**src/irpe_pkg.sv**
```systemverilog
/*
 Package for the interrupt request and priority enable unit: register indices,
 field positions, reset values, source numbering and state codes.
 Assumes an Avalon-MM slave with 32-bit data and word addresses.
*/
package irpe_pkg;
  // Register indices; printed offsets are not multiples of four, byte address is four times these
  localparam logic [11:0] IDX_GROUP0_REQUEST = 12'hFC0;
  localparam logic [11:0] IDX_GROUP0_ENABLE_HIGH = 12'hFC1;
  localparam logic [11:0] IDX_GROUP0_ENABLE_LOW = 12'hFC2;
  localparam logic [11:0] IDX_PORT_A_REQUEST = 12'hFC3;
  localparam logic [11:0] IDX_PORT_A_ENABLE_HIGH = 12'hFC4;
  localparam logic [11:0] IDX_PORT_A_ENABLE_LOW = 12'hFC5;
  localparam logic [11:0] IDX_PORT_C_REQUEST = 12'hFC6;
  localparam logic [11:0] IDX_PORT_C_ENABLE_HIGH = 12'hFC7;
  localparam logic [11:0] IDX_PORT_C_ENABLE_LOW = 12'hFC8;
  localparam logic [11:0] IDX_SHARED_SOURCE_SELECT = 12'hFCE;
  localparam logic [11:0] IDX_IRQ_CONTROL = 12'hFCF;
  localparam logic [11:0] IDX_EVENT_STATUS = 12'hFD0;
  localparam logic [11:0] IDX_EVENT_MASK = 12'hFD1;
  localparam logic [11:0] IDX_ACTIVE_VECTOR = 12'hFD2;

  // Writable bit masks per register
  localparam logic [7:0] MASK_GROUP0 = 8'h79;
  localparam logic [7:0] MASK_PORT_A = 8'hFF;
  localparam logic [7:0] MASK_PORT_C = 8'h0F;
  localparam logic [7:0] MASK_SHARED = 8'hC0;
  localparam logic [7:0] MASK_EVENT = 8'h07;

  // Field positions
  localparam int GIE_BIT = 7;
  localparam int SHARED_PIN7_BIT = 7;
  localparam int SHARED_PIN6_BIT = 6;
  localparam int EVT_REQ_BIT = 0;
  localparam int EVT_ACK_BIT = 1;
  localparam int EVT_SWSET_BIT = 2;

  // Reset value of every register except the active vector, which reads NO_VECTOR
  localparam logic [7:0] RESET_BYTE = 8'h00;

  // Flattened source numbering: group0 0..7, port A 8..15, port C 16..19
  localparam int NUM_SRC = 24;
  localparam logic [4:0] NO_VECTOR = 5'h1F;

  // Bus answer latency: one wait cycle on every access
  typedef enum logic [0:0]
  {
    IRPE_IDLE = 1'b0,
    IRPE_DONE = 1'b1
  } irpe_bus_e;
endpackage

```
**src/irpe_top.sv**
```systemverilog
/*
 Interrupt request, priority enable and core handoff unit.
 Register bus: every access takes two cycles; read data is captured in the wait
 cycle, so it already stands on the edge where waitrequest is sampled low.
 Status reads clear only the bits they reported, so no event is lost.
 Assumes request inputs are synchronous single-cycle or level events from logic on i_clk,
 and that the core acknowledges the vector it is shown with a one-cycle pulse.
*/
// Register access over Avalon-MM was decided locally.
`timescale 1ns/100ps
module irpe_top
  import irpe_pkg::*;
(
  // Clock and reset
  input wire logic i_clk,
  input wire logic i_reset_n,
  // Avalon-MM slave
  input wire logic [11:0] i_avs_address,
  input wire logic i_avs_read,
  input wire logic i_avs_write,
  input wire logic [31:0] i_avs_writedata,
  input wire logic [3:0] i_avs_byteenable,
  output logic [31:0] o_avs_readdata,
  output logic o_avs_waitrequest,
  // Request sources
  input wire logic [7:0] i_group0_src,
  input wire logic [5:0] i_port_a_src,
  input wire logic i_pin7_src,
  input wire logic i_low_voltage_detector,
  input wire logic i_pin6_src,
  input wire logic i_comparator,
  input wire logic [3:0] i_port_c_src,
  // Core instructions
  input wire logic i_enable_interrupts_instr,
  input wire logic i_interrupt_return_instr,
  input wire logic i_disable_interrupts_instr,
  // Core handoff
  output logic o_irq_req,
  output logic [4:0] o_irq_vector,
  output logic [1:0] o_irq_level,
  input wire logic i_irq_ack,
  // Event interrupt
  output logic o_event_irq
);
  logic [7:0] req_r [3];
  logic [7:0] req_nxt [3];
  logic [7:0] enh_r [3];
  logic [7:0] enh_nxt [3];
  logic [7:0] enl_r [3];
  logic [7:0] enl_nxt [3];
  logic [7:0] mask_w [3];
  logic [7:0] src_w [3];
  logic [7:0] shared_r, shared_nxt;
  logic gie_r, gie_nxt;
  logic [7:0] evt_r, evt_nxt;
  logic [7:0] emask_r, emask_nxt;
  logic [31:0] rdata_r, rdata_nxt;
  logic [4:0] vec_r, vec_nxt;
  logic [1:0] lvl_r, lvl_nxt;
  logic req_out_r, req_out_nxt;
  irpe_bus_e bus_r, bus_nxt;
  logic acc, wr_go, rd_go, rd_cap, sw_set;
  logic [7:0] wbyte;
  logic [4:0] best_v;
  logic [1:0] best_l;

  assign mask_w[0] = MASK_GROUP0;
  assign mask_w[1] = MASK_PORT_A;
  assign mask_w[2] = MASK_PORT_C;

  // Shared sources are chosen before they reach the port A request bits
  always_comb
  begin
    src_w[0] = i_group0_src & MASK_GROUP0;
    src_w[1][5:0] = i_port_a_src;
    src_w[1][SHARED_PIN6_BIT] = shared_r[SHARED_PIN6_BIT] ? i_comparator : i_pin6_src;
    src_w[1][SHARED_PIN7_BIT] = shared_r[SHARED_PIN7_BIT] ? i_low_voltage_detector : i_pin7_src;
    src_w[2] = {4'h0, i_port_c_src};
  end

  // One wait cycle, then the access completes in the second cycle
  assign acc = i_avs_read | i_avs_write;
  assign wr_go = i_avs_write & (bus_r == IRPE_DONE);
  assign rd_go = i_avs_read & (bus_r == IRPE_DONE);
  // Read data is captured in the wait cycle so it stands when waitrequest drops
  assign rd_cap = i_avs_read & (bus_r == IRPE_IDLE);
  assign wbyte = i_avs_byteenable[0] ? i_avs_writedata[7:0] : 8'h00;
  assign o_avs_waitrequest = acc & (bus_r == IRPE_IDLE);
  assign o_avs_readdata = rdata_r;

  // Bus phase; the wait is fixed, so a master never sees a longer stall
  always_comb
  begin
    case (bus_r)
      IRPE_IDLE: bus_nxt = acc ? IRPE_DONE : IRPE_IDLE;
      IRPE_DONE: bus_nxt = IRPE_IDLE;
      default: bus_nxt = IRPE_IDLE;
    endcase
  end

  // Bus phase register
  always_ff @(posedge i_clk)
  begin
    if (!i_reset_n)
      bus_r <= IRPE_IDLE;
    else
      bus_r <= bus_nxt;
  end

  // Read mux; the snapshot taken here is also what a status read clears
  always_comb
  begin
    rdata_nxt = rdata_r;
    if (rd_cap)
    begin
      rdata_nxt = 32'h0000_0000;
      case (i_avs_address)
        IDX_GROUP0_REQUEST: rdata_nxt[7:0] = req_r[0];
        IDX_GROUP0_ENABLE_HIGH: rdata_nxt[7:0] = enh_r[0];
        IDX_GROUP0_ENABLE_LOW: rdata_nxt[7:0] = enl_r[0];
        IDX_PORT_A_REQUEST: rdata_nxt[7:0] = req_r[1];
        IDX_PORT_A_ENABLE_HIGH: rdata_nxt[7:0] = enh_r[1];
        IDX_PORT_A_ENABLE_LOW: rdata_nxt[7:0] = enl_r[1];
        IDX_PORT_C_REQUEST: rdata_nxt[7:0] = req_r[2];
        IDX_PORT_C_ENABLE_HIGH: rdata_nxt[7:0] = enh_r[2];
        IDX_PORT_C_ENABLE_LOW: rdata_nxt[7:0] = enl_r[2];
        IDX_SHARED_SOURCE_SELECT: rdata_nxt[7:0] = shared_r;
        IDX_IRQ_CONTROL: rdata_nxt[GIE_BIT] = gie_r;
        IDX_EVENT_STATUS: rdata_nxt[7:0] = evt_r;
        IDX_EVENT_MASK: rdata_nxt[7:0] = emask_r;
        IDX_ACTIVE_VECTOR: rdata_nxt[7:0] = {req_out_r, lvl_r, vec_r};
        default: rdata_nxt = 32'h0000_0000;
      endcase
    end
  end

  // Read data register
  always_ff @(posedge i_clk)
  begin
    if (!i_reset_n)
      rdata_r <= 32'h0000_0000;
    else
      rdata_r <= rdata_nxt;
  end

  // Priority search: higher level wins, lower source number wins a tie
  always_comb
  begin
    logic [1:0] code;
    code = 2'b00;
    best_v = NO_VECTOR;
    best_l = 2'b00;
    for (int g = 0; g < 3; g++)
    begin
      for (int b = 0; b < 8; b++)
      begin
        code = {enh_r[g][b], enl_r[g][b]};
        if (req_r[g][b] && (code > best_l))
        begin
          best_l = code;
          best_v = 5'(g * 8 + b);
        end
      end
    end
  end

  // Request, enable and control state
  always_comb
  begin
    logic [7:0] ack_clr;
    ack_clr = 8'h00;
    sw_set = 1'b0;
    shared_nxt = shared_r;
    gie_nxt = gie_r;
    for (int g = 0; g < 3; g++)
    begin
      enh_nxt[g] = enh_r[g];
      enl_nxt[g] = enl_r[g];
      req_nxt[g] = req_r[g];
      ack_clr = (i_irq_ack && req_out_r && vec_r[4:3] == 2'(g)) ? (8'h01 << vec_r[2:0]) : 8'h00;
      // Acknowledge clears first so a same-cycle source event still sets
      req_nxt[g] = req_nxt[g] & ~ack_clr;
      if (wr_go && i_avs_address == IDX_GROUP0_REQUEST + 12'(3 * g))
      begin
        req_nxt[g] = wbyte & mask_w[g];
        sw_set = sw_set | ((wbyte & mask_w[g] & ~req_r[g]) != 8'h00);
      end
      if (wr_go && i_avs_address == IDX_GROUP0_ENABLE_HIGH + 12'(3 * g))
        enh_nxt[g] = wbyte & mask_w[g];
      if (wr_go && i_avs_address == IDX_GROUP0_ENABLE_LOW + 12'(3 * g))
        enl_nxt[g] = wbyte & mask_w[g];
      req_nxt[g] = req_nxt[g] | src_w[g];
    end
    if (wr_go && i_avs_address == IDX_SHARED_SOURCE_SELECT)
      shared_nxt = wbyte & MASK_SHARED;
    // Global enable: clears take effect, then sets win
    if (i_disable_interrupts_instr || (i_irq_ack && req_out_r))
      gie_nxt = 1'b0;
    if (wr_go && i_avs_address == IDX_IRQ_CONTROL)
      gie_nxt = wbyte[GIE_BIT];
    if (i_enable_interrupts_instr || i_interrupt_return_instr)
      gie_nxt = 1'b1;
  end

  // Handoff to the core is registered so vector and level stay aligned;
  // the acknowledged cycle forces a gap so the core never takes one vector twice
  always_comb
  begin
    req_out_nxt = gie_r && (best_l != 2'b00) && !(i_irq_ack && req_out_r);
    vec_nxt = req_out_nxt ? best_v : NO_VECTOR;
    lvl_nxt = req_out_nxt ? best_l : 2'b00;
  end

  // Handoff register; reset shows no vector
  always_ff @(posedge i_clk)
  begin
    if (!i_reset_n)
    begin
      vec_r <= NO_VECTOR;
      lvl_r <= 2'b00;
      req_out_r <= 1'b0;
    end
    else
    begin
      vec_r <= vec_nxt;
      lvl_r <= lvl_nxt;
      req_out_r <= req_out_nxt;
    end
  end

  // Event status: a read clears only the bits its snapshot reported,
  // then this cycle's events are added so a same-cycle event always wins
  always_comb
  begin
    evt_nxt = evt_r;
    emask_nxt = emask_r;
    if (wr_go && i_avs_address == IDX_EVENT_MASK)
      emask_nxt = wbyte & MASK_EVENT;
    if (rd_go && i_avs_address == IDX_EVENT_STATUS)
      evt_nxt = evt_r & ~rdata_r[7:0];
    evt_nxt[EVT_REQ_BIT] = evt_nxt[EVT_REQ_BIT] | (src_w[0] != 8'h00) | (src_w[1] != 8'h00) | (src_w[2] != 8'h00);
    evt_nxt[EVT_ACK_BIT] = evt_nxt[EVT_ACK_BIT] | (i_irq_ack & req_out_r);
    evt_nxt[EVT_SWSET_BIT] = evt_nxt[EVT_SWSET_BIT] | sw_set;
  end

  // Event status and mask registers
  always_ff @(posedge i_clk)
  begin
    if (!i_reset_n)
    begin
      evt_r <= RESET_BYTE;
      emask_r <= RESET_BYTE;
    end
    else
    begin
      evt_r <= evt_nxt;
      emask_r <= emask_nxt;
    end
  end

  // Register stage; synchronous reset
  always_ff @(posedge i_clk)
  begin
    if (!i_reset_n)
    begin
      for (int g = 0; g < 3; g++)
      begin
        req_r[g] <= RESET_BYTE;
        enh_r[g] <= RESET_BYTE;
        enl_r[g] <= RESET_BYTE;
      end
      shared_r <= RESET_BYTE;
      gie_r <= 1'b0;
    end
    else
    begin
      for (int g = 0; g < 3; g++)
      begin
        req_r[g] <= req_nxt[g];
        enh_r[g] <= enh_nxt[g];
        enl_r[g] <= enl_nxt[g];
      end
      shared_r <= shared_nxt;
      gie_r <= gie_nxt;
    end
  end

  // Level interrupt while any unmasked event bit stands
  assign o_event_irq = (evt_r & emask_r) != 8'h00;
  assign o_irq_req = req_out_r;
  assign o_irq_vector = vec_r;
  assign o_irq_level = lvl_r;
endmodule

```
**config.mk**
```make
export PLATFORM = sky130hd
export DESIGN_NAME = irpe_top
export DESIGN_NICKNAME = d
export VERILOG_FILES = /design/src/irpe_pkg.sv /design/src/irpe_top.sv
export SDC_FILE = /design/constraint.sdc
export NUM_CORES = 1
export LEC_CHECK = 0
export ABC_AREA = 1
export BUFFER_PORTS_ARGS = -buffer_cell sky130_fd_sc_hd__buf_2
export CORE_UTILIZATION = 50
export DETAILED_ROUTE_END_ITERATION = 8
export MAX_ROUTING_LAYER = met4
export PLACE_DENSITY = 0.85
export SYNTH_ARGS = -nofsm -noshare
export SYNTH_HDL_FRONTEND = slang
export SYNTH_SLANG_ARGS = --single-unit
```
**constraint.sdc**
```tcl
create_clock -name i_clk -period 16.9 [get_ports i_clk]
set_input_delay 0.845 -clock i_clk [delete_from_list [all_inputs] [get_ports i_clk]]
set_output_delay 0.845 -clock i_clk [all_outputs]
set_load 0.02 [all_outputs]
```
Yosys cells after proc, flatten, opt, wreduce, memory -nomap -nowiden
Memories as Yosys holds them, arrays and structs flattened.
Cells that the tools add are included.
Storage, ports and cells
  memories kept: 3
  word-level logic and storage cells: 247
  RAM bits: 72
  latch bits: 0
  register bits after elaboration: 31
  bits in read-only memories: 0
Memories
  enh_r: words 3, bits a word 8, rd ports 3, clocked after memory_dff 0, write ports 3, RTL line irpe_top.sv:47  | logic [7:0] enh_r [3];
  enl_r: words 3, bits a word 8, rd ports 3, clocked after memory_dff 0, write ports 3, RTL line irpe_top.sv:49  | logic [7:0] enl_r [3];
  req_r: words 3, bits a word 8, rd ports 3, clocked after memory_dff 0, write ports 3, RTL line irpe_top.sv:45  | logic [7:0] req_r [3];
Operators by class
  divide/modulo/power cells: 0
  add/subtract/negate cells: 0
  equal/unequal tests: 16
  shifts and indexed selects: 1
  $lt $le $gt $ge: 24
  bitwise logic cells: 43
  reductions and logical operators: 61
  $mul: 0
  mux-type cells: 85
Operator list (number)
  $mux 8: 22
  $eq 12x12->1 const B: 14
  $pmux 7 s13: 1
  $mux 5: 16
  $not 8->8: 7
  $reduce_bool 8->1: 7
  $mux 2: 24
  $gt 2x2->1: 23
  $logic_and 1x1->1: 43
  $and 8x8->8: 5
  $mux 4: 8
  $or 1x1->1: 17
  $pmux 1 s13: 1
  $mux 1: 11
  $reduce_or 10->1: 1
  $and 4x8->8: 1
  $and 7x8->8: 1
  $and 8x3->8: 1
  $or 8x4->8: 1
  $or 8x7->8: 1
  $or 8x8->8: 1
  $shl 1x3->8 const A: 1
  $reduce_or 6->1: 1
  $and 1x1->1: 5
  other kinds (14): 17

Logic depth before layout (Yosys ltp)
An unclocked memory read counts as a cell.
  depth after elaboration: 78
  mapped depth: 128

Worst setup path after synthesis
Ideal clock, no wire load.
  path type: register -> register
  start: mem req_r[0][0]
  end: reg req_out_r, in the netlist o_irq_req
  cell stages (with the launch flop): 109
  setup slack: 3435 ps
  data required time: 16792 ps
  arrival time: 13357 ps
  cell sequence: dfxtp_1 > nand2_1 > ha_1 > a21oi_2 > nand2_2 > o21ai_1 > ha_1 > inv_1 > nand2_1 > a21boi_0 > nand2_1 > nand2_1 > nand2_1 > inv_1 > ha_1 > o21ai_0 > nand3_1 > nand2_1 > [... 73 more ...] > a21oi_1 > nor2_1 > nand2_2 > nand3_2 > nand2_1 > ha_1 > inv_1 > a21oi_1 > nor2_1 > nand3_1 > and2_1 > ha_1 > a21oi_1 > nand2_1 > o21ai_2 > nand3_4 > nand2_2 > inv_2
RTL lines
  start, declared: RTL line irpe_top.sv:45
  end signal, assigned: RTL line irpe_top.sv:227  | req_out_r <= req_out_nxt;
  end, declared: RTL line irpe_top.sv:60  | logic req_out_r, req_out_nxt;

==> flow_summary.ini <==
[setup_path]
cpPeakStageDelay_ns = 0.46
crit_slowest_cell = dfxtp_1
critPathCaptureType = register
cp.required_ns = 17.08
worstPathArrival_ns = 15.51
crit_type = reg -> reg
start_kind = register
worst_path_most_repeated_cell = nand2_1
crit_path_max_fanout = 6

[pwr]
internal-power_mw = 0.327
p_switching_mw = 0.124
peakVddDrop_mv = 0.0671
p_sw_share_pct = 27.5
p_leak_nw = 3.04
power-per-cell-area_nw_per_um2 = 70.4
seq_power_share_pct = 48.1
clockPowerShare_pct = 43.1
p_comb_share_pct = 8.7

[outcome]
outcome = complete, no violations

[synthesis]
ys_async_sr_fraction_pct = 0
synthCells = 876
ys_ff_latch = 89
yosysWarningCount = 0
synth_enable_flop_cells = 0
yosysMostFrequentCell = inv_1
synth_ff_type = dfxtp_1
synth_common_cells = 157 x inv_1, 134 x nand2_1, 89 x dfxtp_1, 76 x o21ai_0, 74 x nor2_1
ys_seq_area_share_pct = 30.9
synthDominantCellAreaShare_pct = 30.9
yosys.area.top_type = dfxtp_1
syn_avg_cell_area_um2 = 6.58
synthTopCellsByArea = dfxtp_1 31%, inv_1 10%, nand2_1 8.7%
syn_area_um2 = 5770
synth_cell_type_count = 42

[timing]
skew_ns = 0.00727
timing.fmax_mhz = 65.2
finalHoldViolCount = 0
worst_slew_pin_slew_ns = 1.14
min_period_ns = 15.33
slew_headroom_pct = 23.7
slew_violations = 0
finalCritPeriodShare_pct = 90.7
rsz0062_at_grt = no
fin_tns_setup_ns = 0
setup_viol = 0

[finish]
num-fill-cells = 1085
final_nets = 1034
diodes = 0
area_growth_pct = 11.3
utilization_pct = 58.2
multiInputGateArea_um2 = 3220
drive_gt1_share_pct = 12.1
layout.area.seq_um2 = 1780

[clock_tree]
clock_path_buffers = 2
cts_setup_buffers = 0
tritoncts = yes
clock_latency_ns = 0.35
cts_htree_levels = 3
cts_buffers = 9
cts_hold_buf = 0
cts_sinks = 89
cts_root_buffer = clkbuf_16
path_clk_slew_ns = 0.07

[floorplan]
fp.dieW_um = 109
initial_core_util_pct = 52.3
rows = 38
die_h_um = 109
die_area_um2 = 12000
core_area_um2 = 11000
top_level_ports = 120

[routing]
viasPerCell = 5.83
vias = 6304
wl_per_cell_um = 18.0
totalWireLength_um = 19500
drt_iter0_drc = 651
ant_nets = 0
route.detailed.drc = 0
drtPass1Iterations = 5

[global_route]
grt_max_degree = 53
grt_pass1_vias = 5554
grt_pass1_wl_um = 29500
grt_use_total_pct = 34.2
grt_overflow = 0
grt_antenna_before_repair = 0

[place]
port-buffer-count = 65
place.gp.congestion = 0.999
dp_hpwl_um = 14900

[job]
maxCapViolations = 0

[hold_path]
min_path_type = reg -> reg
## cell type report
type	instances	share of cell area, %
Clock inverter	5	0.624
Multi-Input combinational cell	607	50.1
Inverter	162	9.48
Sequential cell	89	27.8
Tap cell	140	2.73
Clock buffer	10	3.72
Timing Repair Buffer	69	5.54
## routing by layer
metal / routed length, um / vias up / share of wire [%] / GRT usage [%]
li1: - / 3017 / - / -
met1: 8100 / 2860 / 42 / 43.3
met2: 8570 / 346 / 44 / 51.8
met3: 1940 / 81 / 9.9 / 7.59
met4: 896 / 0 / 4.6 / 16.2
met5: 0 / - / 0 / -
## cell usage in the layout, fill, tap and decap left out, types with 7 or more instances in the layout
master / count
a211oi_1: 17
nor3_1: 27
clkbuf_16: 9
inv_1: 157
conb_1: 24
and2_1: 7
dfxtp_1: 89
ha_1: 18
o22ai_1: 21
a21oi_1: 71
nand4_1: 10
o21ai_0: 76
nand2_1: 134
nor4_1: 10
buf_2: 65
nand2_2: 11
nor2_1: 74
nand3_1: 53
## final timing paths
path,cells after the start,startpoint,end,slack [ns]
max,114,req_r[0][0],o_irq_vector[4],1.57
min,2,req_r[0][20],req_r[0][20],0.46
max reg2reg,114,req_r[0][0],o_irq_vector[4],1.57
min reg2reg,2,req_r[0][20],req_r[0][20],0.46
## flip-flops by register name, summed over array words and instances (netlist names)
signal,flops
enh_r,17
emask_r,3
o_irq_vector,5
enl_r,17
o_irq_level,2
gie_r,1
bus_r,1
shared_r,2
evt_r,8
o_avs_readdata,8
o_irq_req,1
req_r,24
## kinds of logic (layout without fill, tap and decap cells)
logic type / count (synthesis) / in the layout / share of synthesized area, %
AOI/OAI and AO/OA: 229 / 229 / 23.9
adders and majority gates: 18 / 18 / 3.91
buffers and inverters: 203 / 246 / 14.8
DFF: 89 / 89 / 30.9
muxes: 2 / 2 / 0.347
other: 1 / 24 / 0.0650
and+or+nand+nor: 334 / 334 / 26.1
## per-stage QoR
stage | instance area [um^2] | worst slack [ns] | total power, mW | instances | hold WS, ns
floorplan | 5850 | 3.44 | 0.248 | 899 | 0.424
global placement | 6140 | 2.24 | 0.259 | 1067 | 0.440
detailed placement | 6140 | 1.85 | 0.260 | 1067 | 0.442
CTS | 6420 | 1.67 | 0.448 | 1082 | 0.450
global route | 6420 | 0.102 | 0.462 | 1082 | 0.476
finish | 6420 | 1.57 | 0.452 | 1082 | 0.456
## critical path: cells and delay by family (launching register included)
family / cells / cell delay [ns]
buffers and inverters: 18 / 1.47
DFF: 1 / 0.46
and+or+nand+nor: 65 / 6.86
AOI/OAI and AO/OA: 15 / 2.20
adders and majority gates: 16 / 4.16
## timing repair
item / in CTS / in global routing
gates resized for setup: 0 / 1
endpoints found under the hold margin: 0 / 0
setup endpoints to repair: 0 / 2
## power by group through the flow
stage               combinational (mW)  sequential [mW]  clock [mW]
finish                          0.0394            0.217       0.195
global route                    0.0429            0.217       0.202
CTS                             0.0381            0.217       0.193
detailed placement              0.0379            0.222           0
global placement                0.0377            0.222           0
floorplan                       0.0275            0.220           0
Power figures use the tool's default switching activity.
